### src/hdl/ssl_pkg.sv
// shared constants and types for the synthesizer serial latch loader
package ssl_pkg;
	localparam int WORD_W = 24;
	localparam int BYTE_W = 8;
	localparam int BYTES_PER_WORD = 3;
	localparam int CNT_W = 5;
	// latch select codes in the two low bits
	localparam logic [1:0] SEL_REF = 2'h0;
	localparam logic [1:0] SEL_DIV = 2'h1;
	localparam logic [1:0] SEL_FUNC = 2'h2;
	localparam logic [1:0] SEL_INIT = 2'h3;
	// function latch field positions
	localparam int POS_COUNTER_RESET = 2;
	localparam int POS_PD1 = 3;
	localparam int POS_MUX_LSB = 4;
	localparam int POS_PD2 = 21;
	localparam logic [2:0] MUX_LOCK_DETECT = 3'h1;
	localparam logic [23:0] LATCH_RESET = 24'h000000;
	// serial clock timing
	localparam int SYS_CLK_MHZ = 100;
	localparam int SCLK_MAX_MHZ = 20;
	// half period in system cycles, rounded up so the rate never exceeds the max
	localparam int SCLK_HALF_CYC = (SYS_CLK_MHZ + 2 * SCLK_MAX_MHZ - 1) / (2 * SCLK_MAX_MHZ);
	localparam logic [3:0] HALF_CNT = 4'(SCLK_HALF_CYC - 1);
	typedef enum logic [1:0] {SSL_IDLE = 2'h0, SSL_LOW = 2'h1, SSL_HIGH = 2'h3, SSL_DONE = 2'h2}
		ssl_state_t;
endpackage

### src/hdl/ssl_if.sv
// three-wire link between host and synthesizer port
`timescale 1ns/1ps
interface ssl_if;
	logic serial_clock;
	logic serial_data;
	logic latch_strobe;
	modport host (output serial_clock, output serial_data, output latch_strobe);
	modport device (input serial_clock, input serial_data, input latch_strobe);
endinterface

### src/hdl/ssl_device.sv
// synthesizer end: shift register, latches, counter reset and power control
// Functional notes
// - host: func reset=1, ref, div, func reset=0
// - low bits 00 ref, 01 div, 10 func
// - counter reset holds counters, three-states pump
// - clearing counter reset releases counters aligned
// - shift on rising edge, latch on strobe rise
// - host serial clock at most 20 MHz
// - host: strobe low, three bytes, strobe high
// - host: four writes before output active
// - lock status on status output; power enable input
// - select 11 loads func latch plus reset pulse
// - power enable low powers down; register keeps loading
`timescale 1ns/1ps
module ssl_device (
	input wire logic sys_clk,
	input wire logic resetn,
	ssl_if.device link,
	input wire logic chip_power_enable,
	input wire logic lock_detect,
	output logic [23:0] ref_latch,
	output logic [23:0] div_latch,
	output logic [23:0] func_latch,
	output logic counters_held,
	output logic charge_pump_tristate,
	output logic power_down,
	output logic multiplexed_status_output,
	output logic output_active
);
	logic [1:0] sclk_sync;
	logic [1:0] data_sync;
	logic [1:0] strobe_sync;
	logic sclk_prev;
	logic strobe_prev;
	logic [23:0] shift;
	logic [23:0] next_shift;
	logic [23:0] next_ref;
	logic [23:0] next_div;
	logic [23:0] next_func;
	// set by an init write, cleared by the first divider load after it
	logic init_pending;
	logic next_init_pending;
	logic reset_pulse;
	logic next_reset_pulse;
	logic [3:0] written;
	logic [3:0] next_written;
	logic next_held;
	logic next_tri;
	logic next_pd;
	logic next_mux;
	logic power_sync;
	logic power_meta;
	logic lock_meta;
	logic lock_sync;
	logic sclk_rise;
	logic strobe_rise;

	// pins cross into sys_clk; only the second stage is read
	always_ff @(posedge sys_clk or negedge resetn)
	begin
		if (!resetn)
		begin
			sclk_sync <= 2'h0;
			data_sync <= 2'h0;
			// strobe idles high; a low seed would fake a latch after reset
			strobe_sync <= 2'h3;
			sclk_prev <= 1'b0;
			strobe_prev <= 1'b1;
			power_meta <= 1'b0;
			power_sync <= 1'b0;
			lock_meta <= 1'b0;
			lock_sync <= 1'b0;
		end
		else
		begin
			sclk_sync <= {sclk_sync[0], link.serial_clock};
			data_sync <= {data_sync[0], link.serial_data};
			strobe_sync <= {strobe_sync[0], link.latch_strobe};
			sclk_prev <= sclk_sync[1];
			strobe_prev <= strobe_sync[1];
			// lock comes from the analog side, so it is resynchronised too
			power_meta <= chip_power_enable;
			power_sync <= power_meta;
			lock_meta <= lock_detect;
			lock_sync <= lock_meta;
		end
	end

	// clock and data share one sync depth, so data is settled at a seen rise
	assign sclk_rise = sclk_sync[1] & ~sclk_prev;
	assign strobe_rise = strobe_sync[1] & ~strobe_prev;

	always_comb
	begin
		next_shift = shift;
		next_ref = ref_latch;
		next_div = div_latch;
		next_func = func_latch;
		next_init_pending = init_pending;
		// pulse lasts one cycle; only init or its first divider load raise it
		next_reset_pulse = 1'b0;
		next_written = written;
		if (sclk_rise)
			next_shift = {shift[22:0], data_sync[1]};
		if (strobe_rise)
		begin
			unique case (shift[1:0])
				ssl_pkg::SEL_REF:
				begin
					next_ref = shift;
					next_written[0] = 1'b1;
				end
				ssl_pkg::SEL_DIV:
				begin
					next_div = shift;
					next_written[1] = 1'b1;
					// first divider load after init repeats the pulse
					if (init_pending)
					begin
						next_reset_pulse = 1'b1;
						next_init_pending = 1'b0;
					end
				end
				ssl_pkg::SEL_FUNC:
				begin
					next_func = shift;
					next_written[2] = 1'b1;
				end
				ssl_pkg::SEL_INIT:
				begin
					next_func = shift;
					next_reset_pulse = 1'b1;
					next_init_pending = 1'b1;
					next_written[3] = 1'b1;
				end
			endcase
		end
	end

	always_ff @(posedge sys_clk or negedge resetn)
	begin
		if (!resetn)
		begin
			shift <= ssl_pkg::LATCH_RESET;
			ref_latch <= ssl_pkg::LATCH_RESET;
			div_latch <= ssl_pkg::LATCH_RESET;
			func_latch <= ssl_pkg::LATCH_RESET;
			init_pending <= 1'b0;
			reset_pulse <= 1'b0;
			written <= 4'h0;
		end
		else
		begin
			shift <= next_shift;
			ref_latch <= next_ref;
			div_latch <= next_div;
			func_latch <= next_func;
			init_pending <= next_init_pending;
			reset_pulse <= next_reset_pulse;
			written <= next_written;
		end
	end

	always_comb
	begin
		next_pd = ~power_sync;
		// asynchronous programmed power-down: PD1 set with PD2 clear
		if (func_latch[ssl_pkg::POS_PD1] && !func_latch[ssl_pkg::POS_PD2])
			next_pd = 1'b1;
		// power-down parks the counters too, so it holds them
		// hold and tristate
		next_held = func_latch[ssl_pkg::POS_COUNTER_RESET] | reset_pulse | next_pd;
		next_tri = next_held;
		next_mux = (func_latch[ssl_pkg::POS_MUX_LSB +: 3] == ssl_pkg::MUX_LOCK_DETECT)
			? lock_sync : 1'b0;
	end

	always_ff @(posedge sys_clk or negedge resetn)
	begin
		if (!resetn)
		begin
			counters_held <= 1'b1;
			charge_pump_tristate <= 1'b1;
			power_down <= 1'b1;
			multiplexed_status_output <= 1'b0;
			output_active <= 1'b0;
		end
		else
		begin
			counters_held <= next_held;
			charge_pump_tristate <= next_tri;
			power_down <= next_pd;
			multiplexed_status_output <= next_mux;
			// built from next_held so active never leads held by a cycle
			// all four select codes written (00 ref, 01 div, 10 func, 11 init)
			output_active <= (&written) & ~next_held;
		end
	end
endmodule // ssl_device

### src/flat_wrapper.sv
// flat-port wrapper written by rule: the top's interface ports become plain ports
module ssl_device_flat 
  (sys_clk, resetn, chip_power_enable, lock_detect, ref_latch, div_latch, func_latch, counters_held, charge_pump_tristate, power_down, multiplexed_status_output, output_active, link_serial_clock, link_serial_data, link_latch_strobe);
  ssl_if link_i ();
  input wire logic sys_clk;
  input wire logic resetn;
  input wire logic chip_power_enable;
  input wire logic lock_detect;
  output logic [23:0] ref_latch;
  output logic [23:0] div_latch;
  output logic [23:0] func_latch;
  output logic counters_held;
  output logic charge_pump_tristate;
  output logic power_down;
  output logic multiplexed_status_output;
  output logic output_active;
  input wire logic [$bits(link_i.serial_clock)-1:0] link_serial_clock;
  input wire logic [$bits(link_i.serial_data)-1:0] link_serial_data;
  input wire logic [$bits(link_i.latch_strobe)-1:0] link_latch_strobe;
  assign link_i.serial_clock = link_serial_clock;
  assign link_i.serial_data = link_serial_data;
  assign link_i.latch_strobe = link_latch_strobe;
  ssl_device u_core (.sys_clk(sys_clk), .resetn(resetn), .link(link_i), .chip_power_enable(chip_power_enable), .lock_detect(lock_detect), .ref_latch(ref_latch), .div_latch(div_latch), .func_latch(func_latch), .counters_held(counters_held), .charge_pump_tristate(charge_pump_tristate), .power_down(power_down), .multiplexed_status_output(multiplexed_status_output), .output_active(output_active));
endmodule
### config.mk
export PLATFORM = sky130hd
export DESIGN_NAME = ssl_device_flat
export DESIGN_NICKNAME = d
export VERILOG_FILES = /design/src/hdl/ssl_pkg.sv /design/src/hdl/ssl_if.sv /design/src/hdl/ssl_device.sv /design/src/flat_wrapper.sv
export SDC_FILE = /design/constraint.sdc
export NUM_CORES = 1
export LEC_CHECK = 0
export BUFFER_PORTS_ARGS = -buffer_cell sky130_fd_sc_hd__buf_2
export CAP_MARGIN = 20
export CORE_ASPECT_RATIO = 0.6
export CORE_MARGIN = 10
export CORE_UTILIZATION = 50
export CTS_BUF_LIST = sky130_fd_sc_hd__clkbuf_4 sky130_fd_sc_hd__clkbuf_8
export DETAILED_ROUTE_END_ITERATION = 16
export PLACE_DENSITY = 0.84
export SETUP_SLACK_MARGIN = 0.15
export SYNTH_ARGS = -nofsm -noshare
export SYNTH_HDL_FRONTEND = slang
export SYNTH_SLANG_ARGS = --single-unit
### constraint.sdc
create_clock -name sys_clk -period 2.1 [get_ports sys_clk]
set_clock_uncertainty 0.15 [all_clocks]
set_input_delay 0.105 -clock sys_clk [delete_from_list [all_inputs] [get_ports sys_clk]]
set_output_delay 0.105 -clock sys_clk [all_outputs]
set_load 0.01 [all_outputs]
==> impl_metrics.json <==
{
  "status": "finished, final reports clean",
  "wire_per_inst_um": 18.2,
  "fp.dieW_um": 140,
  "core_region_area_mm2": 0.00843,
  "via_per_inst": 5.00,
  "vias": 2381,
  "use_met3": 0.0942,
  "rr_startpoint": "u_core.strobe_sync[1]",
  "place_area_mm2": 0.00484,
  "insertion_delay_ns": 0.42,
  "synth_area_per_cell_um2": 17.4,
  "power_density_mw_per_mm2": 1220,
  "register_area_mm2": 0.00296,
  "numPortBuffers": 83,
  "synth_edf_count": 0,
  "hpwlAfterDp_um": 5980,
  "syn_area_mm2": 0.00429,
  "start_kind": "flip-flop",
  "crit_fanout": 19,
  "grt_pass1_wl_um": 14500,
  "synth_seq_cells": 118,
  "drv_slew": 0,
  "final_common_cell": "dfrtp_1",
  "drt_iter0_markers": 92,
  "mostFrequentLayoutCells": "dfrtp_1, mux2_2, buf_2",
  "ant_nets": 0,
  "nets": 358,
  "crit_type": "reg -> reg",
  "end_kind": "flip-flop",
  "syn_inst": 246,
  "first_global_vias": 2637,
  "ys.flop_type": "dfrtp_1",
  "r2r.worst_path.cells": 3,
  "met2_usage": 0.196,
  "cts.sinks": 118,
  "layout_setup_ws_ns": 0.336,
  "io_pins": 84,
  "grt-busiest-layer": "met2",
  "min_path_type": "in -> async",
  "die-area_mm2": 0.0128,
  "power_leakage_nw": 2.72,
  "ctsLongestPathBuffers": 2,
  "yosysUniqueCellTypes": 25,
  "slew-limit-headroom": 0.754,
  "required_ns": 2.25,
  "tightest_slew_ns": 0.368,
  "overflow": 0,
  "hold_violations": 0,
  "track_usage": 0.143,
  "synth_top_area_cell": "dfrtp_1",
  "max-cap-violations": 0,
  "fp.dieH_um": 91.7,
  "clk_pin_slew_ns": 0.06,
  "timing.fmax_ghz": 0.567,
  "finalSetupViolations": 0,
  "whs_ns": 0.0736,
  "rsz0062_at_grt": "no",
  "diodes": 0,
  "cts_tree": "yes",
  "synth_area_leaders": "dfrtp_1, mux2_2, dfstp_2",
  "postCtsSetupBuffers": 0,
  "cts-root-buf": "clkbuf_8",
  "peakVddDrop_mv": 0.658,
  "grt_max_degree": 70,
  "cts_max_level": 4,
  "drive_gt1_frac": 0.615,
  "layout_min_cycle_time_ns": 1.76,
  "async_flop_share": 1.00,
  "drc": 0,
  "syn-num-nets": 253,
  "synth_top_area_frac": 0.660,
  "syn2layout_area_growth_pct": 23.1,
  "gp_congestion": 0.761,
  "worstPathArrival_ns": 1.92,
  "yosysSeqAreaShare": 0.691,
  "fin_area_mm2": 0.00528,
  "yosys_warnings": 0,
  "r2r_end": "u_core.ref_latch[13]",
  "initial_core_util": 0.509,
  "wl_um": 8690,
  "numCtsBuffers": 17,
  "regToRegSetupSlack_ns": 0.34,
  "pre_cts_ws_ns": 0.338,
  "fill_cells": 633,
  "antenna_found_initial": 0,
  "num_rows": 26,
  "drt_first_pass_iters": 4,
  "multi_input_area_mm2": 0.00122,
  "post-route-period-util": 0.840,
  "setup_tns_ns": 0,
  "groute.layer.met1.usage": 0.183
}
==> report_power, final <==
group,internal (W),total (W),switching (W)
registers,0.00281,0.00321,0.000400
logic,0.000708,0.00130,0.000596
clock network,0.00110,0.00190,0.000809
==> registers in the layout, summed over array words and instances (netlist names) <==
signal	flops
u_core.power_meta	1
u_core.output_active	1
u_core.power_down	1
u_core.ref_latch	24
u_core.power_sync	1
u_core.lock_sync	1
u_core.counters_held	1
u_core.div_latch	24
u_core.lock_meta	1
u_core.init_pending	1
u_core.reset_pulse	1
u_core.strobe_sync	2
u_core.strobe_prev	1
u_core.func_latch	24
u_core.shift	24
u_core.multiplexed_status_output	1
u_core.data_sync	2
u_core.written	4
u_core.sclk_sync	2
u_core.sclk_prev	1
==> routing by layer <==
metal	vias up	wire (µm)	part of all wire
li1	1077	-	-
met1	1225	4030	0.46
met2	73	3770	0.43
met3	6	853	0.098
met4	0	36	0.0041
met5	-	0	0
==> cell type report <==
cell class                 count  area share
sequential                   118       0.561
multi-input combinational    116       0.232
timing repair buffer          98       0.111
clock buffer                  27      0.0609
tap                          112      0.0266
clock inverter                 5     0.00949
==> repair_timing <==
action | in CTS | in global routing
gates resized for setup | 0 | 0
hold endpoints to repair | 123 | 0
hold buffers | 6 | 0
==> per-stage QoR <==
stage,util,std cells,total power [W]
floorplan,-,246,0.00391
global placement,0.575,438,0.00450
detailed placement,0.575,438,0.00458
CTS,0.626,476,0.00652
global route,0.626,476,0.00682
finish,0.626,476,0.00642
==> synthesized netlist by cell type, types with 2 or more instances <==
| cell | count |
|---|---|
| and4_1 | 2 |
| buf_2 | 4 |
| buf_6 | 4 |
| buf_8 | 2 |
| dfrtp_1 | 113 |
| dfstp_2 | 5 |
| mux2_2 | 88 |
| mux2_4 | 2 |
| nand2b_1 | 2 |
| nand3b_1 | 2 |
| nor2_1 | 3 |
| nor2b_1 | 4 |
| or2_2 | 3 |
==> cell families (layout without fill, tap and decap cells) <==
kind of cell / Yosys count / count (layout) / synth area share
and+or+nand+nor: 22 / 22 / 0.0382
DFF: 118 / 118 / 0.691
muxes: 91 / 91 / 0.241
buffers and inverters: 12 / 130 / 0.0248
AOI/OAI and AO/OA: 3 / 3 / 0.00555
==> critical path, cell delays in order, from the launching register on <==
cell and delay, ns:
dfstp_2 0.57, nor4b_4 0.23, buf_4 0.32, mux2_2 0.38
==> how the worst max path moves through the flow <==
stage | startpoint | to | slack, ns | cells after the start
2_1_floorplan | u_core.strobe_sync[1] | u_core.ref_latch[10] | 0.37 | 3
3_3_place_gp | u_core.strobe_sync[1] | u_core.ref_latch[5] | 0.40 | 3
3_5_place_dp | u_core.strobe_sync[1] | u_core.ref_latch[13] | 0.34 | 3
4_1_cts | u_core.strobe_sync[1] | u_core.ref_latch[13] | 0.33 | 3
5_1_grt | u_core.strobe_sync[1] | u_core.ref_latch[14] | 0.27 | 3
6_report | u_core.strobe_sync[1] | u_core.ref_latch[13] | 0.34 | 3
Note: power is estimated with default switching activity, not from simulation.
